### config.mk
export PLATFORM = sky130hd
export DESIGN_NAME = host_addr_vec
export DESIGN_NICKNAME = d
export VERILOG_FILES = /design/src/hostdec_pkg.sv /design/src/host_addr_vec.sv /design/src/host_match.sv
export SDC_FILE = /design/constraint.sdc
export NUM_CORES = 1
export LEC_CHECK = 0
export BUFFER_PORTS_ARGS = -buffer_cell sky130_fd_sc_hd__buf_2
export CAP_MARGIN = 20
export CORE_UTILIZATION = 43
export CTS_CLUSTER_SIZE = 30
export DETAILED_ROUTE_END_ITERATION = 8
export GPL_TIMING_DRIVEN = 0
export SLEW_MARGIN = 15
export SYNTH_ARGS = -nofsm -noshare
export SYNTH_HDL_FRONTEND = slang
export SYNTH_HIERARCHICAL = 1
export SYNTH_SLANG_ARGS = --single-unit
### constraint.sdc
create_clock -name CLK_I -period 3.2 [get_ports CLK_I]
set_clock_uncertainty 0.05 [all_clocks]
set_input_delay 0.32 -clock CLK_I [delete_from_list [all_inputs] [get_ports CLK_I]]
set_output_delay 0.32 -clock CLK_I [all_outputs]
set_load 0.05 [all_outputs]
### src/hostdec_pkg.sv
// Purpose: Shared constants for the host address decoder and vector unit
// Assumes: 18-bit host address, 16-bit host data, 125 MHz clock
// Notes:   Wishbone register offsets are byte addresses of 32-bit words
package hostdec_pkg;
   localparam int          HADDR_W        = 18;
   localparam int          HDATA_W        = 16;
   localparam int          PAGE_LO        = 13;
   localparam int          PAGE_HI        = 17;
   localparam int          SEL_LO         = 3;
   localparam int          SEL_HI         = 12;
   localparam int          SEL_W          = 10;
   localparam int          VEC_LO         = 3;
   localparam int          VEC_HI         = 8;
   localparam int          VEC_SW_W       = 6;
   localparam int          VEC_SW_ALL     = 8;
   localparam int          VEC_KIND_BIT   = 2;
   localparam int          NUM_BYTES      = 8;
   localparam int          BR_LEVEL_RST   = 5;
   // Wishbone register map
   localparam logic [7:0]  OFS_CTRL       = 8'h00;
   localparam logic [7:0]  OFS_ADDR_SW    = 8'h04;
   localparam logic [7:0]  OFS_VEC_SW     = 8'h08;
   localparam logic [7:0]  OFS_IRQ_REQ    = 8'h0c;
   localparam logic [7:0]  OFS_STATUS     = 8'h10;
   localparam logic [7:0]  OFS_MASK       = 8'h14;
   localparam logic [7:0]  OFS_BYTES_LO   = 8'h18;
   localparam logic [7:0]  OFS_BYTES_HI   = 8'h1c;
   localparam logic [7:0]  OFS_LASTHIT    = 8'h20;
   // Status bit positions
   localparam int          ST_HOST_WR     = 0;
   localparam int          ST_HOST_RD     = 1;
   localparam int          ST_IN_DONE     = 2;
   localparam int          ST_OUT_DONE    = 3;
   localparam int          ST_W           = 4;
   // Reset values
   localparam logic [9:0]  ADDR_SW_RST    = 10'h000;
   localparam logic [7:0]  VEC_SW_RST     = 8'h00;
   localparam logic [2:0]  BR_RST         = 3'h5;
endpackage : hostdec_pkg

### src/host_addr_vec.sv
`timescale 1ns/1ps
// Purpose: Host-bus slave decode, eight byte registers and interrupt vector unit
// Assumes: Host bus signals synchronous to CLK_I; Wishbone classic slave for setup
// Notes:   Host strobes are levels; one access counted per strobe rise
//
// What this block does
// Address belongs to I/O page only when bits 13 to 17 are all one.
// Bits 3..12 each match a switch: closed needs zero, open needs one.
// After match, low three address bits pick one of eight byte registers.
// All ten address switches used; switch n compares address bit n+2.
// Every vector is a multiple of four; bits 1 and 0 always zero.
// Only vector bits 2 through 8 are driven onto host data lines.
// Two sources: input interrupt clears bit 2, output interrupt sets it.
// Vector bits 3..8 from switches: open gives zero, closed gives one.
// Six of eight vector switches used, switch n sets bit n+2.
// Requests made at bus priority level 5 by default, selectable.
// Offsets 0..7 map to register bytes 0..7; even offsets give words.
// Vector placed only after grant, held until host acknowledge, then released.
module host_addr_vec (
   input  wire logic        CLK_I,
   input  wire logic        SRST_I,
   // Wishbone classic slave
   input  wire logic        CYC_I,
   input  wire logic        STB_I,
   input  wire logic        WE_I,
   input  wire logic [7:0]  ADR_I,
   input  wire logic [3:0]  SEL_I,
   input  wire logic [31:0] DAT_I,
   output logic      [31:0] DAT_O,
   output logic             ACK_O,
   output logic             ERR_O,
   output logic             INT_O,
   // Host backplane side
   input  wire logic [17:0] HADDR_I,
   input  wire logic        HRD_I,
   input  wire logic        HWR_I,
   input  wire logic        HBYTE_I,
   input  wire logic [15:0] HDAT_I,
   output logic      [15:0] HDAT_O,
   output logic             HDAT_OE_N_O,
   output logic             HREPLY_O,
   output logic             HBR_O,
   output logic      [2:0]  HBR_LEVEL_O,
   input  wire logic        HBG_I,
   input  wire logic        HIACK_I
);
   typedef enum logic [1:0] {IV_IDLE, IV_REQ, IV_DRIVE, IV_DONE} iv_state_e;

   logic [9:0]  addr_sw_reg;
   logic [7:0]  vec_sw_reg;
   logic [2:0]  br_level_reg;
   logic        enable_reg;
   logic [1:0]  irq_req_reg;
   logic [3:0]  status_reg;
   logic [3:0]  mask_reg;
   logic [7:0]  bytes_reg [hostdec_pkg::NUM_BYTES];
   logic [2:0]  last_sel_reg;
   logic        hrd_q_reg;
   logic        hwr_q_reg;
   logic        kind_reg;
   iv_state_e   iv_state_reg;
   iv_state_e   iv_state_next;

   // Address decode
   logic        hit;
   logic [2:0]  sel;
   host_match #(
      .AW (hostdec_pkg::HADDR_W),
      .SW (hostdec_pkg::SEL_W)
   ) u_match (
      .addr_i      (HADDR_I),
      .sw_closed_i (addr_sw_reg),
      .hit_o       (hit),
      .sel_o       (sel)
   );

   wire        host_ok  = hit && enable_reg;
   wire        hrd_rise = HRD_I && !hrd_q_reg && host_ok;
   wire        hwr_rise = HWR_I && !hwr_q_reg && host_ok;
   // Word view: even offset pairs byte sel with sel+1
   wire [2:0]  sel_even = {sel[2:1], 1'b0};
   wire [2:0]  sel_odd  = {sel[2:1], 1'b1};
   wire [15:0] host_word = {bytes_reg[sel_odd], bytes_reg[sel_even]};

   // Vector: only switches 1..6 matter, bits 1:0 fixed zero
   wire [5:0]  vec_hi  = vec_sw_reg[hostdec_pkg::VEC_SW_W-1:0];
   wire [15:0] vector  = {7'h00, vec_hi, kind_reg, 2'b00};

   // Wishbone decode
   wire        wb_req   = CYC_I && STB_I && !ACK_O && !ERR_O;
   wire        wb_wr    = wb_req && WE_I;
   wire        a_ctrl   = (ADR_I == hostdec_pkg::OFS_CTRL);
   wire        a_addr   = (ADR_I == hostdec_pkg::OFS_ADDR_SW);
   wire        a_vec    = (ADR_I == hostdec_pkg::OFS_VEC_SW);
   wire        a_irq    = (ADR_I == hostdec_pkg::OFS_IRQ_REQ);
   wire        a_stat   = (ADR_I == hostdec_pkg::OFS_STATUS);
   wire        a_mask   = (ADR_I == hostdec_pkg::OFS_MASK);
   wire        a_blo    = (ADR_I == hostdec_pkg::OFS_BYTES_LO);
   wire        a_bhi    = (ADR_I == hostdec_pkg::OFS_BYTES_HI);
   wire        a_last   = (ADR_I == hostdec_pkg::OFS_LASTHIT);
   wire        a_any    = a_ctrl | a_addr | a_vec | a_irq | a_stat | a_mask |
                          a_blo | a_bhi | a_last;
   wire [31:0] bytes_lo = {bytes_reg[3], bytes_reg[2], bytes_reg[1], bytes_reg[0]};
   wire [31:0] bytes_hi = {bytes_reg[7], bytes_reg[6], bytes_reg[5], bytes_reg[4]};
   wire [31:0] rd_mux   = a_ctrl ? {24'h0, 4'h0, br_level_reg, enable_reg} :
                          a_addr ? {22'h0, addr_sw_reg} :
                          a_vec  ? {24'h0, vec_sw_reg} :
                          a_irq  ? {28'h0, iv_state_reg, irq_req_reg} :
                          a_stat ? {28'h0, status_reg} :
                          a_mask ? {28'h0, mask_reg} :
                          a_blo  ? bytes_lo :
                          a_bhi  ? bytes_hi :
                          a_last ? {29'h0, last_sel_reg} : 32'h0;

   // Interrupt events: host accesses and vector deliveries
   wire        iv_done  = (iv_state_reg == IV_DRIVE) && HIACK_I;
   wire [3:0]  ev       = {iv_done && kind_reg, iv_done && !kind_reg, hrd_rise, hwr_rise};
   wire [3:0]  w1c      = (wb_wr && a_stat && SEL_I[0]) ? DAT_I[3:0] : 4'h0;

   // Request pick: input source wins ties
   wire        pick_out = !irq_req_reg[0];

   always_comb begin
      iv_state_next = iv_state_reg;
      unique case (iv_state_reg)
         IV_IDLE:  if (|irq_req_reg) iv_state_next = IV_REQ;
         IV_REQ:   if (HBG_I) iv_state_next = IV_DRIVE;
         IV_DRIVE: if (HIACK_I) iv_state_next = IV_DONE;
         IV_DONE:  if (!HBG_I && !HIACK_I) iv_state_next = IV_IDLE;
      endcase
   end

   // Kind is taken once per request, so bit 2 stays put while a vector is out
   wire        kind_load  = (iv_state_reg == IV_IDLE) && (|irq_req_reg);

   always_ff @(posedge CLK_I) begin
      if (SRST_I) begin
         iv_state_reg <= IV_IDLE;
      end else begin
         iv_state_reg <= iv_state_next;
      end
   end

   always_ff @(posedge CLK_I) begin
      if (SRST_I) begin
         kind_reg <= 1'b0;
      end else if (kind_load) begin
         kind_reg <= pick_out;
      end
   end

   // Pending requests: set by software, cleared when delivered; a set wins
   wire [1:0]  irq_clr      = {iv_done && kind_reg, iv_done && !kind_reg};
   wire [1:0]  irq_set      = (wb_wr && a_irq && SEL_I[0]) ? DAT_I[1:0] : 2'b00;
   wire [1:0]  irq_req_next = (irq_req_reg & ~irq_clr) | irq_set;

   always_ff @(posedge CLK_I) begin
      if (SRST_I) begin
         irq_req_reg <= 2'b00;
      end else begin
         irq_req_reg <= irq_req_next;
      end
   end

   // Set beats clear, so an event in the clearing cycle is never lost
   wire [3:0]  status_next = (status_reg & ~w1c) | ev;

   always_ff @(posedge CLK_I) begin
      if (SRST_I) begin
         status_reg <= 4'h0;
      end else begin
         status_reg <= status_next;
      end
   end

   // Software register write strobes
   wire        wr_ctrl  = wb_wr && a_ctrl && SEL_I[0];
   wire        wr_addr0 = wb_wr && a_addr && SEL_I[0];
   wire        wr_addr1 = wb_wr && a_addr && SEL_I[1];
   wire        wr_vec   = wb_wr && a_vec && SEL_I[0];
   wire        wr_mask  = wb_wr && a_mask && SEL_I[0];

   always_ff @(posedge CLK_I) begin
      if (SRST_I) begin
         br_level_reg <= hostdec_pkg::BR_RST;
         enable_reg   <= 1'b0;
      end else if (wr_ctrl) begin
         {br_level_reg, enable_reg} <= DAT_I[3:0];
      end
   end

   // A host access in the cycle of a switch change may see either setting
   always_ff @(posedge CLK_I) begin
      if (SRST_I) begin
         addr_sw_reg <= hostdec_pkg::ADDR_SW_RST;
      end else begin
         if (wr_addr0) addr_sw_reg[7:0] <= DAT_I[7:0];
         if (wr_addr1) addr_sw_reg[9:8] <= DAT_I[9:8];
      end
   end

   always_ff @(posedge CLK_I) begin
      if (SRST_I) begin
         vec_sw_reg <= hostdec_pkg::VEC_SW_RST;
      end else if (wr_vec) begin
         vec_sw_reg <= DAT_I[7:0];
      end
   end

   always_ff @(posedge CLK_I) begin
      if (SRST_I) begin
         mask_reg <= 4'h0;
      end else if (wr_mask) begin
         mask_reg <= DAT_I[3:0];
      end
   end

   // Byte registers: host writes come last and so win over software
   wire [7:0]  sw_byte_we   = {{4{wb_wr && a_bhi}} & SEL_I, {4{wb_wr && a_blo}} & SEL_I};
   wire        host_byte_wr = hwr_rise && HBYTE_I;
   wire        host_word_wr = hwr_rise && !HBYTE_I;
   wire [7:0]  host_lane    = sel[0] ? HDAT_I[15:8] : HDAT_I[7:0];

   always_ff @(posedge CLK_I) begin
      if (SRST_I) begin
         for (int i = 0; i < hostdec_pkg::NUM_BYTES; i++) begin
            bytes_reg[i] <= 8'h00;
         end
      end else begin
         for (int i = 0; i < hostdec_pkg::NUM_BYTES; i++) begin
            if (sw_byte_we[i]) begin
               bytes_reg[i] <= DAT_I[8*(i%4) +: 8];
            end
         end
         if (host_byte_wr) begin
            bytes_reg[sel] <= host_lane;
         end
         if (host_word_wr) begin
            bytes_reg[sel_even] <= HDAT_I[7:0];
            bytes_reg[sel_odd]  <= HDAT_I[15:8];
         end
      end
   end

   wire        host_take = hwr_rise || hrd_rise;

   always_ff @(posedge CLK_I) begin
      if (SRST_I) begin
         last_sel_reg <= 3'h0;
      end else if (host_take) begin
         last_sel_reg <= sel;
      end
   end

   // Strobe history; cleared in reset, but enable also resets low, so a strobe held through reset is never counted
   always_ff @(posedge CLK_I) begin
      if (SRST_I) begin
         hrd_q_reg <= 1'b0;
         hwr_q_reg <= 1'b0;
      end else begin
         hrd_q_reg <= HRD_I;
         hwr_q_reg <= HWR_I;
      end
   end

   // Host-side outputs, each from its own flop
   wire        drive_vec  = (iv_state_next == IV_DRIVE);
   wire        drive_read = host_ok && HRD_I;
   wire        reply_next = drive_vec || (host_ok && (HRD_I || HWR_I));

   always_ff @(posedge CLK_I) begin
      if (SRST_I) begin
         HBR_LEVEL_O <= hostdec_pkg::BR_RST;
      end else begin
         HBR_LEVEL_O <= br_level_reg;
      end
   end

   always_ff @(posedge CLK_I) begin
      if (SRST_I) begin
         HBR_O <= 1'b0;
      end else begin
         HBR_O <= (iv_state_next == IV_REQ);
      end
   end

   always_ff @(posedge CLK_I) begin
      if (SRST_I) begin
         HREPLY_O <= 1'b0;
      end else begin
         HREPLY_O <= reply_next;
      end
   end

   // The vector comes first, so a grant is never answered with register data
   always_ff @(posedge CLK_I) begin
      if (SRST_I) begin
         HDAT_O      <= 16'h0000;
         HDAT_OE_N_O <= 1'b1;
      end else if (drive_vec) begin
         HDAT_O      <= vector;
         HDAT_OE_N_O <= 1'b0;
      end else if (drive_read) begin
         HDAT_O      <= host_word;
         HDAT_OE_N_O <= 1'b0;
      end else begin
         HDAT_O      <= 16'h0000;
         HDAT_OE_N_O <= 1'b1;
      end
   end

   // Wishbone answer, one cycle after request; the answer blocks a second take
   always_ff @(posedge CLK_I) begin
      if (SRST_I) begin
         ACK_O <= 1'b0;
      end else begin
         ACK_O <= wb_req && a_any;
      end
   end

   always_ff @(posedge CLK_I) begin
      if (SRST_I) begin
         ERR_O <= 1'b0;
      end else begin
         ERR_O <= wb_req && !a_any;
      end
   end

   always_ff @(posedge CLK_I) begin
      if (SRST_I) begin
         DAT_O <= 32'h0;
      end else begin
         DAT_O <= wb_req ? rd_mux : 32'h0;
      end
   end

   // Built from the next status so the level lines up with the sticky bits
   always_ff @(posedge CLK_I) begin
      if (SRST_I) begin
         INT_O <= 1'b0;
      end else begin
         INT_O <= |(status_next & mask_reg);
      end
   end
endmodule : host_addr_vec

### src/host_match.sv
`timescale 1ns/1ps
// Purpose: Combinational host address match against page and switch bank
// Assumes: Switch bit 1 means closed (expects address bit 0)
// Notes:   Switch n of the bank compares address bit n+2
module host_match #(
   parameter int AW = hostdec_pkg::HADDR_W,
   parameter int SW = hostdec_pkg::SEL_W
) (
   input  wire logic [AW-1:0] addr_i,
   input  wire logic [SW-1:0] sw_closed_i,
   output logic               hit_o,
   output logic [2:0]         sel_o
);
   wire page_ok = &addr_i[hostdec_pkg::PAGE_HI:hostdec_pkg::PAGE_LO];
   // Closed switch wants zero, open wants one
   wire [SW-1:0] want = ~sw_closed_i;
   wire sel_ok = (addr_i[hostdec_pkg::SEL_HI:hostdec_pkg::SEL_LO] == want);
   assign hit_o = page_ok && sel_ok;
   assign sel_o = addr_i[2:0];
endmodule : host_match

==> results.md <==
- Measured slew at the worst slew-check pin: ~940 ps
- Post-DP HPWL: 22390 um
- Final Max Slew Viols: 0
- Synth top area share: 0.2344
- DP Cell Count: roughly 1200
- Vias/cell: 6.137
- Rows: 50
- Remaining antenna violation count: 0
- First-pass GRT wire length: roughly 44000 um
- CP max stage delay: 550 ps
- Die area: about 20000 um2
- Crit path DAT: around 3000 ps
- Clk Latency, worst-skew pair: between 400 and 500 ps
- Port bufs: around 130
- Share of cells above drive strength 1: 0.2618
- Die Y: ~140 um
- Post-Layout Inst Area: between 9000 and 10000 um2
- Fin Hold WS: ~97 ps
- DR iter-0 viols: around 840
- Min-delay worst type: input pin to flip-flop
- Die X: between 100 and 150 um
- PD cells: roughly 460 nW/um2
- Crit path cell chain: xor2_1, nand4_1, nor3_4, nand4b_4, or4_1, buf_1, nand3_1
- Max-slew headroom: 0.3730
- Pwr Total: about 4.6 mW
- CTS Buf Count: 17
- Bufs and invs on worst path: 1
- CP required: around 3200 ps
- Post-synthesis cell count: between 800 and 900
- Fin crit period: just over 3000 ps
- Synth cell types: 63
- Setup TNS Final: 0 ps
- Static Leak: around 3.8 nW
- Crit path launch type: flip-flop
- Largest register FFs: 64
- Synth top area cells: dfxtp_1 23%, edfxtp_1 23%, mux4_2 4.6%
- Top cell type by total area after synthesis: dfxtp_1
- Core Area: about 19000 um2
- Top Ports: between 100 and 150
- Final period util: 0.9498
- Post-Synthesis Net Count: a little over 900
- Top cell family by delay on the critical path: simple AND/OR/NAND/NOR gates
- Crit-path max FO: 8
- Non-filler instance count after layout: approximately 1300
- Initial Util: 0.4414
- YS warnings: 6
- Fillers: approximately 1800
- Per-cell routed wire length: ~23 um
- Placed inst area: ~9300 um2
- Async S/R FF share, synth: 0
- CTS tree: done
- H-Tree Depth: 4
- EDFF count, synth: 64
- Via Count: between 7000 and 8000
- CP Capture Type: flip-flop
- Most frequent cells after synthesis: 97 x dfxtp_1, 95 x nand2_1, 72 x nor2_1
- Post-synthesis cell area: just over 8000 um2
- Layout area overhead: 20.62%
- Peak VDD IR: between 300 and 400 uV
- Placer Congestion: around 1
- Outcome: finished clean
- Largest net degree at the start of global routing: 17
- Final setup margin: 160.7 ps
- Final setup fails: 0
- Syn_area_per_cell: 9.781 um2
- Initial antenna violation count: 1
- Root Buffer: clkbuf_16
- Layout Nets: about 1100
- Clock Path Buffers: 2
- Slowest CP cell: or4_1
- Overflow after GRT: 0
- Sink Count: between 150 and 200
- Final Hold Viols: 0
- Worst-path clk slew: 60 ps
- Sequential fraction of the synthesis area: 0.4664
- MaxCap Viol Count: 0
- Vias in the first global route: 7141
- ANT cells: 0
- Register bit total from synthesis: about 160
- Total Wirelength: around 29000 um
- Crit path kind: flip-flop to flip-flop
- DRC viols: 0
- Place WS: -529.3 ps
- Ys flop type: dfxtp_1
- Max Fclk: 0.3290 GHz
- Total GRT Usage: 0.3021
- Final core utilization: 0.5324
- Most frequent cell after synthesis: dfxtp_1
- Detailed Routing Iterations Pass 1: 6
- RSZ-0062 raised after global routing: no
## cell usage in the layout (no fill, tap or decap), types with 10 or more instances in the layout
master | synthesis | routed
nand4_1 | 35 | 35
and3_1 | 11 | 11
mux4_2 | 17 | 17
buf_2 | 16 | 148
o21ai_0 | 27 | 26
a31oi_1 | 18 | 18
and2_1 | 10 | 10
a21oi_1 | 43 | 43
buf_4 | 6 | 14
nand2_1 | 95 | 95
nand3_1 | 29 | 26
nand2b_1 | 18 | 18
nor2b_1 | 21 | 21
mux2i_1 | 31 | 31
a22oi_1 | 27 | 27
clkbuf_1 | 41 | 38
clkbuf_16 | 0 | 18
a22o_1 | 18 | 18
xor2_1 | 10 | 10
edfxtp_1 | 64 | 64
dfxtp_1 | 97 | 97
nor2_1 | 72 | 72
## where the power goes
group | switching, mW | internal, mW
clock | 0.917 | 1.07
combinational | 0.259 | 0.135
sequential | 0.0335 | 2.17
total | 1.21 | 3.38
## layer usage
layer | GRT usage | routed length, um
met5 | 0 | 13
met4 | 0.1625 | 1384
met3 | 0.06420 | 2668
met2 | 0.4289 | 12290
met1 | 0.4285 | 12740
## worst reg2reg max path, stage by stage, from the launching register on
cell	delay [ps]
dfxtp_1	420
xor2_1	160
nand4_1	170
nor3_4	310
nand4b_4	310
or4_1	560
buf_1	220
nand3_1	470
## path summary, 6_finish.rpt
path,startpoint,to,slack [ps],cells past startpoint
worst min register to register,br_level_reg[1],HBR_LEVEL_O[1],430,1
worst max-delay path,addr_sw_reg[1],bytes_reg[6][2],160,7
worst min-delay path,HRD_I,hrd_q_reg,100,2
worst max register to register,addr_sw_reg[1],bytes_reg[6][2],160,7
## timing repair
item | CTS | global route
gates cloned | 0 | 0
pin swaps | 1 | 3
hold buffers | 0 | 0
buffers inserted | 1 | 4
endpoints found under the setup margin | 91 | 96
resized for setup | 10 | 14
## kinds of logic after synthesis
family | Yosys count | synth area share
flops | 161 | 0.4664
xor+xnor | 11 | 0.01163
buf+inv | 75 | 0.04002
simple gates | 355 | 0.2314
mux | 56 | 0.09455
compound gates | 189 | 0.1560
## cell type report
type	count	area, um2	area share
Inverter	8	30.03	0.003005
Buffer	66	305.3	0.03055
Multi-Input combinational cell	611	4203	0.4206
Sequential cell	161	3864	0.3867
Tap cell	234	292.8	0.02930
Clock buffer	19	455.4	0.04558
Clock inverter	13	116.4	0.01165
Timing Repair Buffer	142	725.7	0.07263
No activity file was read; power rests on OpenSTA's default activity.
